### src/include/scr_pkg.sv
// Package for the synthesizer control word register bank.
// Assumes one core clock; serial pins arrive already synchronous to it.
package scr_pkg;

  // Word layout
  localparam int WORD_W = 32;
  localparam int ADDR_LSB = 0;
  localparam int ADDR_W = 4;

  // Register addresses in the low four bits of a word
  localparam logic [3:0] ADDR_R0 = 4'h0;
  localparam logic [3:0] ADDR_R1 = 4'h1;
  localparam logic [3:0] ADDR_R2 = 4'h2;
  localparam logic [3:0] ADDR_R3 = 4'h3;
  localparam logic [3:0] ADDR_R4 = 4'h4;
  localparam logic [3:0] ADDR_R5 = 4'h5;
  localparam logic [3:0] ADDR_R6 = 4'h6;

  // Register 0 fields
  localparam int BAND_CAL_BIT = 21;
  localparam int PRESCALER_BIT = 20;
  localparam int INT_LSB = 4;
  localparam int INT_W = 16;

  // Register 1 fields
  localparam int FRAC_LSB = 4;
  localparam int FRAC_W = 24;

  // Register 2 fields
  localparam int AUX_NUM_LSB = 18;
  localparam int AUX_DEN_LSB = 4;
  localparam int AUX_W = 14;

  // Register 3 fields
  localparam int MOD_RST_INHIBIT_BIT = 30;
  localparam int RESYNC_EN_BIT = 29;
  localparam int PHASE_STEP_BIT = 28;
  localparam int PHASE_LSB = 4;
  localparam int PHASE_W = 24;

  // Register 4 fields
  localparam int MON_SEL_LSB = 27;
  localparam int MON_SEL_W = 3;
  localparam int REF_DOUBLER_BIT = 26;
  localparam int REF_HALVER_BIT = 25;
  localparam int R_COUNT_LSB = 15;
  localparam int R_COUNT_W = 10;
  localparam int DIV_BUFFER_BIT = 14;
  localparam int PUMP_CUR_LSB = 10;
  localparam int PUMP_CUR_W = 4;
  localparam int MON_LEVEL_BIT = 8;
  localparam int POLARITY_BIT = 7;
  localparam int POWER_DOWN_BIT = 6;
  localparam int PUMP_TRI_BIT = 5;
  localparam int COUNTER_RST_BIT = 4;

  // Register 6 fields
  localparam int DIV_SEL_LSB = 21;
  localparam int DIV_SEL_W = 3;

  // Reset values
  localparam logic [31:0] WORD_RESET = 32'h0000_0000;
  localparam logic [2:0] DIV_SEL_RESET = 3'h0;
  localparam logic [23:0] PHASE_ACC_RESET = 24'h00_0000;

endpackage : scr_pkg

### src/hw/scr_ref_divider.sv
// Reference path: edge select, 10-bit divide and optional halving toggle.
// Assumes the reference input is already synchronous to core_clk.
`timescale 1ns/1ns
`default_nettype none
module scr_ref_divider (
  input wire logic core_clk,
  input wire logic rst_b,
  input wire logic ref_in,
  input wire logic doubler_en,
  input wire logic halver_en,
  input wire logic [9:0] r_count,
  input wire logic hold,
  output logic cmp_ref
);
  import scr_pkg::*;

  // ----------------------------------------
  // Divider state
  // ----------------------------------------
  logic ref_prev_reg, ref_prev_next;
  logic [9:0] cnt_reg, cnt_next;
  logic out_reg, out_next;
  logic edge_act;
  logic [9:0] last;

  always_comb begin
    ref_prev_next = ref_in;
    edge_act = 1'b0;
    if (doubler_en) begin
      edge_act = ref_in ^ ref_prev_reg;
    end else begin
      edge_act = ref_prev_reg & ~ref_in;
    end
    last = (r_count == 10'h000) ? 10'h000 : r_count - 10'h001;
    cnt_next = cnt_reg;
    out_next = halver_en ? out_reg : 1'b0;
    if (hold) begin
      cnt_next = 10'h000;
      out_next = 1'b0;
    end else if (edge_act) begin
      if (cnt_reg >= last) begin
        cnt_next = 10'h000;
        out_next = halver_en ? ~out_reg : 1'b1;
      end else begin
        cnt_next = cnt_reg + 10'h001;
      end
    end
  end

  always_ff @(posedge core_clk or negedge rst_b) begin
    if (!rst_b) begin
      ref_prev_reg <= 1'b0;
      cnt_reg <= 10'h000;
      out_reg <= 1'b0;
    end else begin
      ref_prev_reg <= ref_prev_next;
      cnt_reg <= cnt_next;
      out_reg <= out_next;
    end
  end

  assign cmp_ref = out_reg;

endmodule : scr_ref_divider
`default_nettype wire

### src/hw/scr_regs.sv
// Control word register bank of a fractional-N synthesizer, three-wire load.
// Assumes serial pins are synchronous to core_clk and slower than it.
//
// Contract
// - Low four address bits route each word to registers zero to six.
// - Register zero write with calibration bit set starts band calibration unless counter reset or power down set.
// - Main fraction numerator taken from register one bits 27 to 4.
// - Registers one to four take effect on next register zero write.
// - Register zero write resets modulator unless inhibit bit set.
// - Resync applies only when auxiliary numerator is zero.
// - Phase step adds phase value on each register zero write.
// - Doubler off uses falling reference edge; on uses both edges.
// - Halver bit inserts toggle stage giving 50% duty.
// - 10-bit reference counter divides by 1 to 1023.
// - Buffering bit holds divider select until register zero write.
// - 4-bit pump current code sets charge pump level.
// - Level select and detector polarity bits drive their outputs.
// - Power down forces counters, pump, lock detect and outputs off.
// - Three-state bit floats pump; counter reset holds counters and band.
`timescale 1ns/1ns
`default_nettype none
module scr_regs (
  input wire logic core_clk,
  input wire logic rst_b,
  input wire logic ser_clk,
  input wire logic ser_data,
  input wire logic load_en,
  input wire logic reference_input,
  output logic [15:0] integer_divide,
  output logic prescaler_select,
  output logic [23:0] main_fraction_numerator,
  output logic [13:0] auxiliary_fraction_numerator,
  output logic [13:0] auxiliary_denominator,
  output logic [23:0] phase_value,
  output logic [23:0] phase_offset,
  output logic band_cal_start,
  output logic modulator_reset,
  output logic resync_arm,
  output logic [2:0] monitor_output_select,
  output logic monitor_level_select,
  output logic detector_polarity,
  output logic [3:0] pump_current_code,
  output logic pump_off,
  output logic counters_held,
  output logic lock_detect_clear,
  output logic outputs_enable,
  output logic [2:0] divider_select,
  output logic phase_comparator_ref,
  output logic [31:0] fixed_reserved_word
);
  import scr_pkg::*;

  // ----------------------------------------
  // Serial shift path
  // ----------------------------------------
  logic sclk_prev_reg, sclk_prev_next;
  logic le_prev_reg, le_prev_next;
  logic [31:0] shift_reg, shift_next;
  logic load_stb;
  logic [3:0] addr;

  always_comb begin
    sclk_prev_next = ser_clk;
    le_prev_next = load_en;
    shift_next = shift_reg;
    if (ser_clk && !sclk_prev_reg) begin
      shift_next = {shift_reg[30:0], ser_data};
    end
  end

  assign load_stb = load_en & ~le_prev_reg;
  assign addr = shift_reg[ADDR_LSB +: ADDR_W];

  always_ff @(posedge core_clk or negedge rst_b) begin
    if (!rst_b) begin
      sclk_prev_reg <= 1'b0;
      le_prev_reg <= 1'b0;
      shift_reg <= WORD_RESET;
    end else begin
      sclk_prev_reg <= sclk_prev_next;
      le_prev_reg <= le_prev_next;
      shift_reg <= shift_next;
    end
  end

  // ----------------------------------------
  // Word registers and double buffers
  // ----------------------------------------
  logic [31:0] r0_reg, r0_next;
  logic [31:0] stg1_reg, stg1_next, act1_reg, act1_next;
  logic [31:0] stg2_reg, stg2_next, act2_reg, act2_next;
  logic [31:0] stg3_reg, stg3_next, act3_reg, act3_next;
  logic [31:0] stg4_reg, stg4_next, act4_reg, act4_next;
  logic [31:0] r5_reg, r5_next;
  logic [2:0] div_stg_reg, div_stg_next, div_act_reg, div_act_next;
  logic [23:0] phase_acc_reg, phase_acc_next;
  logic cal_reg, cal_next;
  logic mrst_reg, mrst_next;
  logic resync_reg, resync_next;
  logic r0_write;

  assign r0_write = load_stb && (addr == ADDR_R0);

  always_comb begin
    r0_next = r0_reg;
    stg1_next = stg1_reg;
    stg2_next = stg2_reg;
    stg3_next = stg3_reg;
    stg4_next = stg4_reg;
    act1_next = act1_reg;
    act2_next = act2_reg;
    act3_next = act3_reg;
    act4_next = act4_reg;
    r5_next = r5_reg;
    div_stg_next = div_stg_reg;
    div_act_next = div_act_reg;
    phase_acc_next = phase_acc_reg;
    cal_next = 1'b0;
    mrst_next = 1'b0;
    resync_next = 1'b0;
    if (load_stb) begin
      case (addr)
        ADDR_R0: r0_next = shift_reg;
        ADDR_R1: stg1_next = shift_reg;
        ADDR_R2: stg2_next = shift_reg;
        ADDR_R3: stg3_next = shift_reg;
        ADDR_R4: stg4_next = shift_reg;
        ADDR_R5: r5_next = shift_reg;
        ADDR_R6: begin
          if (act4_reg[DIV_BUFFER_BIT]) begin
            div_stg_next = shift_reg[DIV_SEL_LSB +: DIV_SEL_W];
          end else begin
            div_act_next = shift_reg[DIV_SEL_LSB +: DIV_SEL_W];
            div_stg_next = shift_reg[DIV_SEL_LSB +: DIV_SEL_W];
          end
        end
        default: begin
          r0_next = r0_reg;
        end
      endcase
    end
    if (r0_write) begin
      act1_next = stg1_reg;
      act2_next = stg2_reg;
      act3_next = stg3_reg;
      act4_next = stg4_reg;
      if (act4_reg[DIV_BUFFER_BIT]) begin
        div_act_next = div_stg_reg;
      end
      if (!stg4_reg[COUNTER_RST_BIT] && !stg4_reg[POWER_DOWN_BIT]) begin
        cal_next = shift_reg[BAND_CAL_BIT];
      end
      mrst_next = ~stg3_reg[MOD_RST_INHIBIT_BIT];
      resync_next = stg3_reg[RESYNC_EN_BIT] &&
                    (stg2_reg[AUX_NUM_LSB +: AUX_W] == 14'h0000);
      if (stg3_reg[PHASE_STEP_BIT]) begin
        phase_acc_next = phase_acc_reg + stg3_reg[PHASE_LSB +: PHASE_W];
      end
    end
  end

  always_ff @(posedge core_clk or negedge rst_b) begin
    if (!rst_b) begin
      r0_reg <= WORD_RESET;
      stg1_reg <= WORD_RESET;
      stg2_reg <= WORD_RESET;
      stg3_reg <= WORD_RESET;
      stg4_reg <= WORD_RESET;
      act1_reg <= WORD_RESET;
      act2_reg <= WORD_RESET;
      act3_reg <= WORD_RESET;
      act4_reg <= WORD_RESET;
      r5_reg <= WORD_RESET;
      div_stg_reg <= DIV_SEL_RESET;
      div_act_reg <= DIV_SEL_RESET;
      phase_acc_reg <= PHASE_ACC_RESET;
      cal_reg <= 1'b0;
      mrst_reg <= 1'b0;
      resync_reg <= 1'b0;
    end else begin
      r0_reg <= r0_next;
      stg1_reg <= stg1_next;
      stg2_reg <= stg2_next;
      stg3_reg <= stg3_next;
      stg4_reg <= stg4_next;
      act1_reg <= act1_next;
      act2_reg <= act2_next;
      act3_reg <= act3_next;
      act4_reg <= act4_next;
      r5_reg <= r5_next;
      div_stg_reg <= div_stg_next;
      div_act_reg <= div_act_next;
      phase_acc_reg <= phase_acc_next;
      cal_reg <= cal_next;
      mrst_reg <= mrst_next;
      resync_reg <= resync_next;
    end
  end

  // ----------------------------------------
  // Derived control outputs
  // ----------------------------------------
  logic pump_off_reg, pump_off_next;
  logic held_reg, held_next;
  logic ld_clr_reg, ld_clr_next;
  logic oen_reg, oen_next;

  always_comb begin
    pump_off_next = act4_reg[PUMP_TRI_BIT] | act4_reg[POWER_DOWN_BIT];
    held_next = act4_reg[COUNTER_RST_BIT] | act4_reg[POWER_DOWN_BIT];
    ld_clr_next = act4_reg[POWER_DOWN_BIT];
    oen_next = ~act4_reg[POWER_DOWN_BIT];
  end

  always_ff @(posedge core_clk or negedge rst_b) begin
    if (!rst_b) begin
      pump_off_reg <= 1'b0;
      held_reg <= 1'b0;
      ld_clr_reg <= 1'b0;
      oen_reg <= 1'b0;
    end else begin
      pump_off_reg <= pump_off_next;
      held_reg <= held_next;
      ld_clr_reg <= ld_clr_next;
      oen_reg <= oen_next;
    end
  end

  // ----------------------------------------
  // Reference path
  // ----------------------------------------
  scr_ref_divider u_ref_div (
    .core_clk(core_clk),
    .rst_b(rst_b),
    .ref_in(reference_input),
    .doubler_en(act4_reg[REF_DOUBLER_BIT]),
    .halver_en(act4_reg[REF_HALVER_BIT]),
    .r_count(act4_reg[R_COUNT_LSB +: R_COUNT_W]),
    .hold(held_reg),
    .cmp_ref(phase_comparator_ref)
  );

  // ----------------------------------------
  // Field outputs
  // ----------------------------------------
  assign integer_divide = r0_reg[INT_LSB +: INT_W];
  assign prescaler_select = r0_reg[PRESCALER_BIT];
  assign main_fraction_numerator = act1_reg[FRAC_LSB +: FRAC_W];
  assign auxiliary_fraction_numerator = act2_reg[AUX_NUM_LSB +: AUX_W];
  assign auxiliary_denominator = act2_reg[AUX_DEN_LSB +: AUX_W];
  assign phase_value = act3_reg[PHASE_LSB +: PHASE_W];
  assign phase_offset = phase_acc_reg;
  assign band_cal_start = cal_reg;
  assign modulator_reset = mrst_reg;
  assign resync_arm = resync_reg;
  assign monitor_output_select = act4_reg[MON_SEL_LSB +: MON_SEL_W];
  assign monitor_level_select = act4_reg[MON_LEVEL_BIT];
  assign detector_polarity = act4_reg[POLARITY_BIT];
  assign pump_current_code = act4_reg[PUMP_CUR_LSB +: PUMP_CUR_W];
  assign pump_off = pump_off_reg;
  assign counters_held = held_reg;
  assign lock_detect_clear = ld_clr_reg;
  assign outputs_enable = oen_reg;
  assign divider_select = div_act_reg;
  assign fixed_reserved_word = r5_reg;

endmodule : scr_regs
`default_nettype wire

### config.mk
export PLATFORM = sky130hd
export DESIGN_NAME = scr_regs
export DESIGN_NICKNAME = d
export VERILOG_FILES = /design/src/include/scr_pkg.sv /design/src/hw/scr_ref_divider.sv /design/src/hw/scr_regs.sv
export SDC_FILE = /design/constraint.sdc
export NUM_CORES = 1
export LEC_CHECK = 0
export BUFFER_PORTS_ARGS = -buffer_cell sky130_fd_sc_hd__buf_2
export CORE_UTILIZATION = 53
export DETAILED_ROUTE_END_ITERATION = 12
export MAX_ROUTING_LAYER = met4
export PLACE_DENSITY = 0.78
export SLEW_MARGIN = 20
export SYNTH_ARGS = -nofsm -noshare
export SYNTH_HDL_FRONTEND = slang
export SYNTH_HIERARCHICAL = 1
export SYNTH_SLANG_ARGS = --single-unit
### constraint.sdc
create_clock -name core_clk -period 2.7 [get_ports core_clk]
set_input_delay 0.54 -clock core_clk [delete_from_list [all_inputs] [get_ports core_clk]]
set_output_delay 0.54 -clock core_clk [all_outputs]
set_load 0.005 [all_outputs]
==> out/summary.log <==
INFO  synthesis      synth_edf_count=0
INFO  floorplanning  rows=60
INFO  clock_tree     cts-buffers-inserted=37
INFO  timing         report.final.setup_viol=0
INFO  setup_path     cp_cell_instances=nor3_2, buf_4, nand4b_1, nor3_1, a21oi_1, ha_1, nand4_1, a211o_1, o311a_4, a211o_1, a21oi_1
INFO  setup_path     path_buf_inv=1
INFO  setup_path     timing.critical_path.arrival=3.10ns
INFO  routing        pre_antenna_drt_iters=4
INFO  global_routing grt_pass1_wl=52,900um
INFO  setup_path     critical_path_required=3.14ns
INFO  floorplanning  core-area=0.0270mm2
INFO  synthesis      dominantRegCellSynth=dfrtp_1
INFO  finish         diodes=0
INFO  synthesis      synth.cell_area=0.0146mm2
INFO  timing         report.final.hold_viol_count=0
INFO  routing        route.detailed.wl_per_inst=20.4um
INFO  timing         final_period_minus_worst_setup_slack=2.66ns
INFO  routing        first_iter_violations=448
INFO  power          irDropWorstVdd=0.597mV
INFO  flow_run       maxCapViolCount=0
INFO  global_routing grt_start_max_net_pins=76
INFO  setup_path     critical_path.max_stage_delay=0.43ns
INFO  global_routing groute.usage.overall=0.248
INFO  routing        ant_nets=0
INFO  timing         maxClockFrequency=0.376GHz
INFO  timing         finalCritPeriodShare=0.985
INFO  synthesis      synthCells=1,069
INFO  finish         area.growth.synth_to_final=18.1%
INFO  setup_path     timing.critical_path.slowest_stage_cell=dfrtp_1
INFO  clock_tree     worst_skew_pair_latency=0.52ns
INFO  finish         fillers=2,009
INFO  routing        num_vias=9,255
INFO  synthesis      synth.top_cells.by_area=dfrtp_1 58%, mux2_2 22%, ha_1 3.2%
INFO  synthesis      post_synth_most_frequent_cells=337 x dfrtp_1, 287 x mux2_2, 58 x nand2_1
INFO  setup_path     worstSetupPathType=flip-flop to flip-flop
INFO  placed_design  io_buffers=174
INFO  global_routing grt_remaining_overflow=0
INFO  clock_tree     cts-root-buf=clkbuf_16
INFO  power          p_total=12.4mW
INFO  placed_design  gp_routability_congestion=0.909
INFO  timing         worst_slew_margin_rel=0.582
INFO  setup_path     worstSetupStartpointType=flip-flop
INFO  synthesis      count_leader_synth=dfrtp_1
INFO  routing        vias_per_cell=5.71
INFO  placed_design  place.detailed.hpwl=22,400um
INFO  finish         final_layout_size_suffix_gt1_frac=0.449
INFO  floorplanning  initial_core_util=0.540
INFO  synthesis      avgSynthCellArea=13.6um2
INFO  finish         final_net_count=1,300
INFO  timing         worst_max_slew_pin_slew=0.625ns
INFO  synthesis      synth.lib_cells_used.distinct=71
INFO  power          power.static_leakage=9.20nW
INFO  setup_path     worst_path_dominant_cell_family=compound AO/OA/AOI/OAI gates
INFO  clock_tree     cts-root-to-sink-buffers=3
INFO  clock_tree     clock_sinks=337
INFO  synthesis      yosysTopAreaCellShare=0.579
INFO  clock_tree     clock_transition_at_path_regs=0.06ns
INFO  run_status     outcome=finished clean
INFO  synthesis      yosys_register_bits=337
INFO  setup_path     regToRegStartpoint=act4_reg[18]
INFO  timing         skew=0.0104ns
INFO  clock_tree     cts_hold_repair.buffers=0
INFO  clock_tree     cts_h_tree_depth=2
INFO  setup_path     critPathCaptureType=flip-flop
INFO  floorplanning  ioPinCount=175
INFO  timing         worst_hold_margin=0.0168ns
INFO  floorplanning  die_width=168um
INFO  power          powerDensity=722mW/mm2
INFO  synthesis      yosysWarnings=6
INFO  synthesis      synth_top_cell_by_area=dfrtp_1
INFO  timing         final_max_slew_viol_count=0
INFO  setup_path     cp_max_fo=5
INFO  floorplanning  die_y=168um
INFO  clock_tree     tritoncts=built
INFO  global_routing via_count_of_the_first_global_routing_pass=9,382
INFO  hold_path      holdCritPathClass=input port to asynchronous set/reset pin
INFO  synthesis      share_of_flip_flops_with_an_asynchronous_set_or_reset_after_synthesis=1.00
INFO  floorplanning  die_area=0.0281mm2
INFO  global_routing grt_antenna_before_repair=0
INFO  synthesis      syn-num-nets=1,113
INFO  routing        drc_errors_left=0
INFO  synthesis      ys_seq_area_frac=0.579
INFO  routing        finalWirelength=33,000um
INFO  setup_path     worst_setup_path_startpoint=act4_reg[18]
[repair_timing]
| item | in CTS | in global routing |
|---|---|---|
| setup buffers | 0 | 1 |
| resized for setup | 0 | 15 |
| setup endpoints to repair | 0 | 11 |
[where the power goes]
group | total [mW] | internal, mW | switching, mW
Sequential | 6.22 | 5.62 | 0.606
Combinational | 1.32 | 0.748 | 0.572
Clock | 4.87 | 2.89 | 1.97
Total | 12.4 | 9.26 | 3.15
[worst paths after layout]
kind,to,slack [ns],cells past startpoint
max in group asynchronous,le_prev_reg,1.95,2
setup / recovery,u_ref_div/cmp_ref,0.04,11
setup reg to reg,u_ref_div/cmp_ref,0.04,11
hold reg to reg,modulator_reset,0.44,1
min in group core_clk,u_ref_div/ref_prev_reg,0.14,1
hold / removal,stg4_reg[4],0.02,1
[layer usage]
| metal | routed length [um] | share of wire | track usage |
|---|---|---|---|
| met5 | 0 | 0 | - |
| met4 | 399 | 0.012 | 0.0455 |
| met3 | 1520 | 0.046 | 0.0463 |
| met2 | 15800 | 0.48 | 0.390 |
| met1 | 15300 | 0.46 | 0.341 |
[cells in the final DEF (no fill, tap or decap), types with 17 or more instances in the layout]
master / synthesis / final
o21ai_0: 25 / 25
buf_4: 9 / 22
nand2_1: 58 / 56
a21oi_1: 37 / 37
clkbuf_16: 0 / 38
nand3_1: 18 / 17
nor2_1: 25 / 25
ha_1: 37 / 36
buf_2: 18 / 173
mux2_2: 287 / 287
dfrtp_1: 337 / 336
[area by class of cell]
type | count | area (um2) | area share
Multi-Input combinational cell | 666 | 5910 | 0.344
Inverter | 10 | 37.5 | 0.00218
Clock buffer | 56 | 1090 | 0.0633
Sequential cell | 337 | 8430 | 0.491
Clock inverter | 8 | 95.1 | 0.00553
Tap cell | 341 | 427 | 0.0248
Timing Repair Buffer | 204 | 1210 | 0.0701
[through the flow]
stage	cells	setup WS, ns	cell area (um2)	TNS (ns)	util
floorplan	1069	0.220	14600	0	-
global placement	1557	0.113	15900	0	0.591
detailed placement	1557	0.0141	15900	0	0.591
CTS	1621	0.00312	17100	0	0.635
global route	1622	-0.0500	17200	-0.214	0.638
finish	1622	0.0397	17200	0	0.638
[logic make-up (layout without fill, tap and decap cells)]
group	Yosys count	count (layout)	share of synthesized area
adders and majority gates	38	38	0.0332
and+or+nand+nor	186	186	0.0697
xor gates and xnor gates	26	26	0.0156
AOI/OAI and AO/OA	124	124	0.0555
DFF	337	337	0.579
muxes	292	292	0.225
buffers and inverters	66	278	0.0215
[worst register-to-register path, stage by stage (launching register included)]
cell      delay [ns]
dfrtp_1         0.43
nor3_2          0.23
buf_4           0.16
nand4b_1        0.16
nor3_1          0.20
a21oi_1         0.08
ha_1            0.30
nand4_1         0.16
a211o_1         0.34
o311a_4         0.16
a211o_1         0.24
a21oi_1         0.13
No activity file was read; power rests on OpenSTA's default activity.
